<file path="src/hw/hmc_pkg.sv">
/*
  Shared constants and types for the halt mode controller.
  Assumes one system clock and an active-low asynchronous reset.
*/
package hmc_pkg;
  // ==========================================================
  // controller states
  typedef enum logic [1:0] {
    HMC_RUN  = 2'b00,
    HMC_HALT = 2'b01
  } hmc_state_t;

  // ==========================================================
  // reset values of the outputs
  localparam logic HMC_RST_CPU_CLK_EN = 1'b1;
  localparam logic HMC_RST_HALTED = 1'b0;
  localparam logic HMC_RST_PULSE = 1'b0;
  localparam logic HMC_RST_KEEP_RUN = 1'b1;

  // ==========================================================
  // default priority field width (smaller value is more urgent)
  localparam int HMC_PRIO_W = 3;
endpackage : hmc_pkg

</file>
<file path="src/hw/hmc_halt_ctrl.sv">
/*
  Halt mode controller: gates the cpu clock on the halt instruction and
  wakes on nmi, unmasked maskable interrupt or the reset pin.
  Assumes the cpu core and interrupt controller share i_clk, that
  i_int_req already has the mask applied, and that i_reset_n is the
  external reset pin feeding the normal reset tree.
*/
// Overview of operation
// oscillator and pll run; only cpu clock gated
// peripheral clocks keep running while halted
// halt instruction alone enters halt state
// cpu state, ram, ports frozen while halted
// halt with pending request wakes at once
// wake on nmi, unmasked interrupt or reset
// wake regardless of request priority
// lower priority in service: wake, keep pending
// higher priority or nmi: wake and accept; code resumes instead on an nmi while an nmi handler runs
// nmi branches; maskable branches only when enabled; the code does not branch on an nmi while an nmi handler runs
// reset pin wake equals ordinary reset
// memory bus, refresh, hold, clock pins keep running
`timescale 1ns/1ps
module hmc_halt_ctrl #(
  parameter int PRIO_W = hmc_pkg::HMC_PRIO_W
) (
  input wire logic i_clk,
  input wire logic i_reset_n,
  input wire logic i_halt_exec,
  input wire logic i_nmi_req,
  input wire logic i_int_req,
  input wire logic [PRIO_W-1:0] i_int_prio,
  input wire logic i_in_service,
  input wire logic i_service_nmi,
  input wire logic [PRIO_W-1:0] i_service_prio,
  input wire logic i_interrupts_enabled_state,
  output logic o_cpu_clk_en,
  output logic o_cpu_hold,
  output logic o_halted,
  output logic o_osc_pll_run,
  output logic o_periph_clk_en,
  output logic o_mem_bus_run,
  output logic o_wake,
  output logic o_accept_nmi,
  output logic o_accept_int,
  output logic o_resume_next
);
  import hmc_pkg::*;

  // ==========================================================
  // elaboration checks
  // a zero-width priority field cannot rank requests at all
  if (PRIO_W < 1) begin : g_bad_prio_w
    $error("PRIO_W must be at least 1");
  end

  // ==========================================================
  // wake and acceptance decisions
  hmc_state_t state_ff;
  hmc_state_t nxt_state;
  logic wake_req;
  logic nmi_take;
  logic int_take;
  logic int_higher;
  logic keep_run_ff;

  // any source wakes, priority is not consulted here
  assign wake_req = i_nmi_req | i_int_req;
  // smaller value outranks; outside a handler every request outranks
  assign int_higher = !i_in_service || (i_int_prio < i_service_prio);
  // nmi outranks any maskable handler, but not a running nmi handler
  assign nmi_take = i_nmi_req && !(i_in_service && i_service_nmi);
  // maskable only branches with interrupts enabled and higher priority
  assign int_take = !nmi_take && i_int_req && i_interrupts_enabled_state
    && int_higher && !i_service_nmi;

  // ==========================================================
  // state machine
  always_comb begin
    nxt_state = state_ff;
    case (state_ff)
      HMC_RUN: begin
        // entry needs nothing but the halt instruction, pending or not
        if (i_halt_exec) begin
          nxt_state = HMC_HALT;
        end
      end
      HMC_HALT: begin
        if (wake_req) begin
          nxt_state = HMC_RUN;
        end
      end
      default: begin
        nxt_state = HMC_RUN;
      end
    endcase
  end

  // reset pin returns to run through the ordinary reset path
  always_ff @(posedge i_clk or negedge i_reset_n) begin
    if (!i_reset_n) begin
      state_ff <= HMC_RUN;
    end else begin
      state_ff <= nxt_state;
    end
  end

  // ==========================================================
  // clock gating and state hold, registered so outputs are glitch free
  always_ff @(posedge i_clk or negedge i_reset_n) begin
    if (!i_reset_n) begin
      o_cpu_clk_en <= HMC_RST_CPU_CLK_EN;
      o_cpu_hold <= HMC_RST_HALTED;
      o_halted <= HMC_RST_HALTED;
    end else begin
      o_cpu_clk_en <= (nxt_state != HMC_HALT);
      o_cpu_hold <= (nxt_state == HMC_HALT);
      o_halted <= (nxt_state == HMC_HALT);
    end
  end

  // ==========================================================
  // free-running domains; halt never touches these enables
  always_ff @(posedge i_clk or negedge i_reset_n) begin
    if (!i_reset_n) begin
      keep_run_ff <= HMC_RST_KEEP_RUN;
    end else begin
      keep_run_ff <= HMC_RST_KEEP_RUN;
    end
  end
  assign o_osc_pll_run = keep_run_ff;
  assign o_periph_clk_en = keep_run_ff;
  assign o_mem_bus_run = keep_run_ff;

  // ==========================================================
  // one-cycle wake outcome pulses
  always_ff @(posedge i_clk or negedge i_reset_n) begin
    if (!i_reset_n) begin
      o_wake <= HMC_RST_PULSE;
      o_accept_nmi <= HMC_RST_PULSE;
      o_accept_int <= HMC_RST_PULSE;
      o_resume_next <= HMC_RST_PULSE;
    end else if (state_ff == HMC_HALT && wake_req) begin
      o_wake <= 1'b1;
      o_accept_nmi <= nmi_take;
      o_accept_int <= int_take;
      o_resume_next <= !nmi_take && !int_take;
    end else begin
      o_wake <= 1'b0;
      o_accept_nmi <= 1'b0;
      o_accept_int <= 1'b0;
      o_resume_next <= 1'b0;
    end
  end

  // ==========================================================
  // assertions
  property p_enter;
    @(posedge i_clk) disable iff (!i_reset_n)
      (state_ff == HMC_RUN && i_halt_exec) |=> (o_halted && !o_cpu_clk_en);
  endproperty
  a_enter: assert property (p_enter) else $error("halt not entered");

  property p_gate_only_cpu;
    @(posedge i_clk) disable iff (!i_reset_n)
      o_halted |-> (!o_cpu_clk_en && o_osc_pll_run && o_periph_clk_en);
  endproperty
  a_gate_only_cpu: assert property (p_gate_only_cpu) else $error("wrong clock gated");

  property p_periph;
    @(posedge i_clk) disable iff (!i_reset_n)
      $rose(o_halted) |-> o_periph_clk_en[*3];
  endproperty
  a_periph: assert property (p_periph) else $error("peripheral clock stopped");

  property p_hold;
    @(posedge i_clk) disable iff (!i_reset_n)
      o_cpu_hold == !o_cpu_clk_en;
  endproperty
  a_hold: assert property (p_hold) else $error("cpu state not held");

  property p_pending;
    @(posedge i_clk) disable iff (!i_reset_n)
      (state_ff == HMC_RUN && i_halt_exec && i_nmi_req) ##1 i_nmi_req
        |=> (o_wake && !o_halted);
  endproperty
  a_pending: assert property (p_pending) else $error("pending request lost");

  property p_wake;
    @(posedge i_clk) disable iff (!i_reset_n)
      (o_halted && (i_nmi_req || i_int_req)) |=> (o_wake && o_cpu_clk_en);
  endproperty
  a_wake: assert property (p_wake) else $error("no wake on request");

  property p_low_prio;
    @(posedge i_clk) disable iff (!i_reset_n)
      (o_halted && i_int_req && !i_nmi_req && i_in_service
        && i_int_prio >= i_service_prio) |=> (o_resume_next && !o_accept_int);
  endproperty
  a_low_prio: assert property (p_low_prio) else $error("low priority accepted");

  property p_nmi;
    @(posedge i_clk) disable iff (!i_reset_n)
      (o_halted && i_nmi_req && !i_service_nmi) |=> o_accept_nmi;
  endproperty
  a_nmi: assert property (p_nmi) else $error("nmi not accepted");

  property p_disabled;
    @(posedge i_clk) disable iff (!i_reset_n)
      (o_halted && i_int_req && !i_nmi_req && !i_interrupts_enabled_state)
        |=> (o_resume_next && !o_accept_int);
  endproperty
  a_disabled: assert property (p_disabled) else $error("branch while disabled");

  property p_one_outcome;
    @(posedge i_clk) disable iff (!i_reset_n)
      o_wake |-> $onehot({o_accept_nmi, o_accept_int, o_resume_next}) ##1 !o_wake;
  endproperty
  a_one_outcome: assert property (p_one_outcome) else $error("bad wake outcome");

  property p_mem;
    @(posedge i_clk) disable iff (!i_reset_n)
      o_halted |-> o_mem_bus_run;
  endproperty
  a_mem: assert property (p_mem) else $error("memory bus stopped");

  c_nmi_wake: cover property (@(posedge i_clk) disable iff (!i_reset_n)
    $rose(o_halted) ##[1:20] o_accept_nmi);
  c_int_wake: cover property (@(posedge i_clk) disable iff (!i_reset_n)
    $rose(o_halted) ##[1:20] o_accept_int);
  c_resume: cover property (@(posedge i_clk) disable iff (!i_reset_n)
    $rose(o_halted) ##[1:20] o_resume_next);
endmodule : hmc_halt_ctrl

</file>
<file path="config.mk">
export PLATFORM = sky130hd
export DESIGN_NAME = hmc_halt_ctrl
export DESIGN_NICKNAME = d
export VERILOG_FILES = /design/src/hw/hmc_pkg.sv /design/src/hw/hmc_halt_ctrl.sv
export SDC_FILE = /design/constraint.sdc
export NUM_CORES = 1
export LEC_CHECK = 0
export BUFFER_PORTS_ARGS = -buffer_cell sky130_fd_sc_hd__buf_2
export CORE_AREA = 2 2 39 41
export DETAILED_ROUTE_END_ITERATION = 10
export DIE_AREA = 0 0 41 43
export PLACE_DENSITY = 0.69
export SLEW_MARGIN = 10
export SYNTH_ARGS = -nofsm -noshare
export SYNTH_HDL_FRONTEND = slang
export SYNTH_SLANG_ARGS = --single-unit
</file>
<file path="constraint.sdc">
create_clock -name i_clk -period 0.9 [get_ports i_clk]
set_input_delay 0.27 -clock i_clk [delete_from_list [all_inputs] [get_ports i_clk]]
set_output_delay 0.27 -clock i_clk [all_outputs]
set_load 0.01 [all_outputs]
</file>
==> results.md, run 1 <==
* Top Family by Delay on Critical Path: flip-flops
* FP Rows at 14
* Sequential power share at 45.3%
* Synth Register Bits at 8
* Violated checks: setup timing
* Clock sinks at 8
* Comb power frac at 19.9%
* PD cells at 1310 nW/µm²
* DP Area at 562 µm²
* Max Freq at 884 MHz
* WHS Endpoint: o_halted$_DFF_PN0_
* Post-synthesis sequential area ratio at 48.3%
* P_leak at 0.000332 µW
* Antenna violation net count after detailed routing at 0
* Worst Skew at 0.00810 ns
* Largest net degree at the start of global routing at 9
* Post-Syn Area at 417 µm²
* Via count at 355
* CTS buffer count at 3
* Worst r2r src: state_ff[0]$_DFF_PN0_
* DRC Markers at 0
* DRT iter0 DRCs at 6
* Critical path fanouts, max at 1
* Critical Path Source Type: flop
* Max Slew Vio Count at 0
* Layout cells sized above 1 at 56.9%
* DIE AREA at 1760 µm²
* Status: finished, violations left
* Sw frac at 24.6%
* Clk_lat worst skew at 0.26 ns
* Psw at 209 µW
* First-pass GRT wire length at 1410 µm
* Crit Reg-Reg Endpoint: o_accept_int$_DFF_PN0_
* CTS root buf: clkbuf_4
* Nets at 82
* Unrepaired setup endpoints after global routing: true
* Clock power share at 34.8%
* Final min period at 1.13 ns
* Clock transition at path regs at 0.06 ns
* Clock tree buffer depth at 2
* Fin crit share at 126%
* Final core occ at 46.9%
* CTS tree: yes
* Wire per inst at 9.93 µm
* Placed Cells at 76
* Final setup viols at 9
* Mux share of post-synthesis cell area at 2.40%
* Starting Density at 30.1%
* P_int at 641 µW
* Final HPWL DP at 652 µm
* Post-Synthesis Cells at 39
* Post-Synth XOR/XNOR Area at 0%
* RD Place Congestion at 0.683
* Diodes inserted at 0
* Crit-path cells: buf_6
* DRT Pass-1 Iters at 3
* Final non-filler cell total at 81
* H-tree lvl count at 1
* Remaining global-route overflow at 0
* Final Hold Viols at 0
* Area Growth Syn to Fin at 55.9%
* Setup ws final at -0.231 ns
* GRT Overall Usage at 12.6%
* Synth Area in Adders at 6.01%
* Largest family of logic cells by synthesized area: simple AND/OR/NAND/NOR gates
* Synth Area in Simple Gates at 17.1%
* WHS Path Cells at 3
* Worst vdd ir at 0.000416 V
* Warnings, synthesis at 0
* Drt via density at 4.38
* Synth unique cells at 20
* Initial antenna violation count at 0
* Hold crit path type: input port to flop
* Critical Path AT at 0.86 ns
* CP required at 0.63 ns
* Post-Route WL at 804 µm
* Crit end category: output pin
* Worst setup path class: flop to output pin
* Total I/O pin count at 24
* Avg Cell Area, Syn at 10.7 µm²
* Reg2Reg Setup Slack at -0.02 ns
* Buffers on Ports at 20
* Max-cap violations at 0
* Worst slack, placed at -0.502 ns
* Placeable Area at 1380 µm²
* Final instance area at 649 µm²
* Die height at 43 µm
* Buf/Inv on CP at 1
* Complex-gate fraction of the synthesized area at 13.5%
* Critical path's largest stage delay at 0.52 ns
* CP max stage cell: dfstp_2
* Worst reg-to-reg path cell count at 3
* Die X-Extent at 41 µm
* Min-Delay Startpoint: i_halt_exec
* Number of global-route vias before repair at 353
==> final cells by class <==
cell class	count	area [µm²]
inverters	4	27.5
fillers	131	734
multi-input cells	25	200
repair buffers	24	174
well taps	16	20.0
clock buffers	4	26.3
flip-flops and latches	8	201
==> sequential cells by signal, summed over array words and instances, names as in the netlist <==
name           flops
o_accept_int       1
o_accept_nmi       1
o_cpu_clk_en       1
o_halted           1
o_resume_next      1
o_wake             1
state_ff           2
==> power groups by stage <==
stage	Combinational [µW]	Sequential, µW	Clock, µW
after floorplan	81.9	395	0
after global placement	144	388	0
after detailed placement	149	389	0
after CTS	166	384	305
after global routing	190	386	331
final	169	385	296
==> Yosys cell counts <==
cell       number  area, µm²
nor3b_1         1       7.51
ha_1            2       25.0
nand4bb_1       1       11.3
o21a_1          1       7.51
or2_1           2       12.5
mux2i_1         1       10.0
a211oi_2        1       12.5
o2111ai_1       1       8.76
conb_1          2       7.51
buf_4           4       30.0
o21a_2          1       8.76
or3b_4          1       11.3
nor2b_1         1       6.26
nand2_1         1       3.75
dfrtp_1         7        175
inv_1           4       15.0
a21oi_2         1       8.76
dfstp_2         1       26.3
nor2_1          5       18.8
a21bo_2         1       10.0
==> per-stage QoR <==
step / power, µW / setup TNS (ns) / hold slack (ns)
after floorplan: 477 / -0.444 / -0.0256
after global placement: 532 / -0.942 / 0.114
after detailed placement: 538 / -0.971 / 0.118
after CTS: 855 / -1.16 / 0.289
after global routing: 907 / -1.41 / 0.332
final: 850 / -1.12 / 0.293
==> cells by family (layout without fill, tap and decap cells) <==
| family | after synthesis | in the layout |
|---|---|---|
| other | 2 | 4 |
| AND/OR/NAND/NOR | 12 | 12 |
| AO/OA/AOI/OAI | 6 | 6 |
| adder cells (fa/ha/maj) | 2 | 2 |
| flip-flops | 8 | 8 |
| multiplexers | 1 | 1 |
| buffers and inverters | 8 | 32 |
==> worst max-delay path by stage <==
stage | from | end | slack (ns) | depth (start not counted)
2_1_floorplan | i_service_prio[1] | o_resume_next$_DFF_PN0_ | -0.27 | 5
3_3_place_gp | i_service_prio[1] | o_resume_next$_DFF_PN0_ | -0.48 | 6
3_5_place_dp | i_service_prio[1] | o_resume_next$_DFF_PN0_ | -0.50 | 6
4_1_cts | o_cpu_clk_en$_DFF_PN1_ | o_cpu_clk_en | -0.24 | 1
5_1_grt | o_cpu_clk_en$_DFF_PN1_ | o_cpu_clk_en | -0.26 | 1
6_report | o_cpu_clk_en$_DFF_PN1_ | o_cpu_clk_en | -0.23 | 1
==> what timing repair did <==
action                                 4_1_cts  5_1_grt
setup buffers                                0        0
pin swaps                                    1        0
setup endpoints to repair                    9       10
endpoints found under the hold margin        7        0
cloned                                       0        0
gates resized for setup                      7        4
hold buffers                                 1        0
==> cells in the final DEF (no fill, tap or decap), types with 2 or more instances in the layout <==
| cell | n |
|---|---|
| conb_1 | 4 |
| buf_6 | 5 |
| nor2_1 | 4 |
| buf_2 | 14 |
| dfrtp_1 | 7 |
| inv_1 | 3 |
| buf_4 | 3 |
| clkbuf_4 | 3 |
| or2_1 | 2 |
==> routing by layer <==
metal  part of all wire [%]  GRT usage [%]  up-vias
met2                     54           20.3       20
met1                     35           11.7      160
met4                    2.9           10.0        0
met3                    8.7           4.71        4
met5                      0              0        -
li1                       -              -      171
Power figures use the tool's default switching activity.
==> run 2, diff against run 1 <==
PLACE_DENSITY = 0.66   (was 0.69)
clock period = 1.4 ns   (was 0.9 ns; I/O delays follow)
==> results.md, run 2 (synthesized netlist as in run 1, its figures left out) <==
* DP Area at 514 µm² (-8.5%)
* PD cells at 933 nW/µm² (-29%)
* Worst path depth at 1 (unchanged)
* Unrepaired setup endpoints after global routing: false
* Setup TNS at 0 ns (+1.12 ns)
* Clock sinks at 8 (unchanged)
* Met2 usage at 14.7% (-5.6 points)
* Final min period at 1.29 ns
* CP required at 0.98 ns (+0.35 ns)
* Reg2Reg Setup Slack at 0.39 ns (+0.41 ns)
* Reg with most FFs: state_ff
* Gr busiest metal: met2
* CTS root buf: clkbuf_4
* Most common cell after layout, fill and taps aside: buf_2
* FP Rows at 14 (unchanged)
* Worst setup path class: flop to output pin
* Drt via density at 4.09 (-6.7%)
* Total I/O pin count at 24 (unchanged)
* CTS buffer count at 3 (unchanged)
* Post-CTS sizing at 0 (-7)
* H-tree lvl count at 1 (unchanged)
* Diodes inserted at 0 (unchanged)
* Clock tree buffer depth at 2 (unchanged)
* Fillers at 149 (+14%)
* Critical Path AT at 0.87 ns (about the same)
* Crit Reg-Reg Endpoint: o_accept_int$_DFF_PN0_
* Fin crit share at 91.8%
* Max-cap violations at 0 (unchanged)
* Die X-Extent at 41 µm (unchanged)
* Critical Path Source Type: flop
* Max Freq at 778 MHz
* Hold crit path type: input port to flop
* DRT Pass-1 Iters at 4 (+1)
* Nets at 79 (-3.7%)
* Die height at 43 µm (unchanged)
* DRC Markers at 0 (unchanged)
* Via count at 319 (-10%)
* Worst Skew at 0.00357 ns (-0.00453 ns)
* Area used by multi-input combinational logic at 178 µm² (-11%)
* Crit end category: output pin
* Final setup viols at 0 (-9)
* Critical path's largest stage delay at 0.50 ns (-0.02 ns)
* Final HPWL DP at 611 µm (-6.2%)
* RD Place Congestion at 0.724 (+6.1%)
* Starting Density at 30.1% (unchanged)
* WHS Endpoint: state_ff[0]$_DFF_PN0_
* Remaining global-route overflow at 0 (unchanged)
* Layout cells sized above 1 at 46.8% (-10 points)
* Placeable Area at 1380 µm² (unchanged)
* Largest net degree at the start of global routing at 9 (unchanged)
* Buf/Inv on CP at 1 (unchanged)
* Worst r2r src: state_ff[1]$_DFF_PN0_
* CTS tree: yes
* Area Growth Syn to Fin at 32.1%
* Worst reg-to-reg path cell count at 3 (unchanged)
* Critical path fanouts, max at 1 (unchanged)
* Worst vdd ir at 0.000208 V (-50%)
* WHS Path Cells at 3 (unchanged)
* Wire per inst at 8.90 µm (-10%)
* Final Hold Viols at 0 (unchanged)
* FF/Latch Area at 201 µm² (unchanged)
* First-pass GRT wire length at 1110 µm (-21%)
* CP max stage cell: dfstp_2
* Worst slack, placed at -0.119 ns (+0.383 ns)
* Max Slew Vio Count at 0 (unchanged)
* Top Family by Delay on Critical Path: flip-flops
* Number of global-route vias before repair at 279 (-21%)
* Min-Delay Startpoint: i_halt_exec
* Most frequent cells in the layout: buf_2 (20), dfrtp_1 (7), nor2_1 (5), inv_1 (4), conb_1 (4)
* GRT Overall Usage at 9.67% (-2.9 points)
* Post-Route WL at 694 µm (-14%)
* Status: finished clean
* DIE AREA at 1760 µm² (unchanged)
* Initial antenna violation count at 0 (unchanged)
* Routing usage on met3 at 1.57% (-3.1 points)
* Antenna violation net count after detailed routing at 0 (unchanged)
* Clock transition at path regs at 0.05 ns (about the same)
* Clk_lat worst skew at 0.25 ns (about the same)
* Buffers on Ports at 20 (unchanged)
* Max reg flops at 2 (unchanged)
* DRT iter0 DRCs at 4 (-2)
* Final instance area at 551 µm² (-15%)
* GR Util met1 at 10.1% (-1.7 points)
* Crit-path cells: buf_2
* P_leak at 0.000305 µW (-8.2%)
* Setup ws final at 0.115 ns (+0.346 ns)
## run 2: where the power goes
part / leakage, µW / switching [µW] / total [µW] / internal (µW)
combinational: 0.000186 / 41.2 / 82.5 / 41.3
sequential: 0.000103 / 3.91 / 246 / 242
clock: 0.0000150 / 76.1 / 185 / 109
## run 2: per-layer routing
layer / part of all wire [%] / vias to the layer above
met5: 0 / -
met2: 51 / 16
li1: - / 166
met1: 42 / 135
met4: 1.2 / 0
met3: 5.9 / 2
## run 2: repair_timing
item	CTS	global route
setup endpoints to repair	0	0
setup buffers	0	0
hold buffers	1	0
hold endpoints to repair	7	0
## run 2: worst max path at each step
stage / from / to / slack [ns]
global route: o_cpu_clk_en$_DFF_PN1_ / o_cpu_clk_en / 0.07
finish: o_cpu_clk_en$_DFF_PN1_ / o_cpu_clk_en / 0.11
floorplan: i_service_prio[1] / o_resume_next$_DFF_PN0_ / 0.03
detailed placement: i_int_prio[1] / o_resume_next$_DFF_PN0_ / -0.12
CTS: o_cpu_clk_en$_DFF_PN1_ / o_cpu_clk_en / 0.10
global placement: i_int_prio[1] / o_resume_next$_DFF_PN0_ / -0.08
## run 2: final cells by class
class	count	share of cell area, %
clock buffer	4	4.77
multi-input combinational	25	32.3
tap	16	3.64
timing repair buffer	21	20.0
inverter	4	2.73
sequential	8	36.6
## run 2: through the flow
step / std cells / utilization [%] / hold WS (ns) / power, µW
final: 78 / 39.8 / 0.451 / 514
after global placement: 73 / 37.2 / 0.264 / 328
after global routing: 78 / 39.8 / 0.464 / 549
after CTS: 78 / 39.8 / 0.446 / 525
after floorplan: 41 / - / 0.124 / 302
after detailed placement: 73 / 37.2 / 0.269 / 331
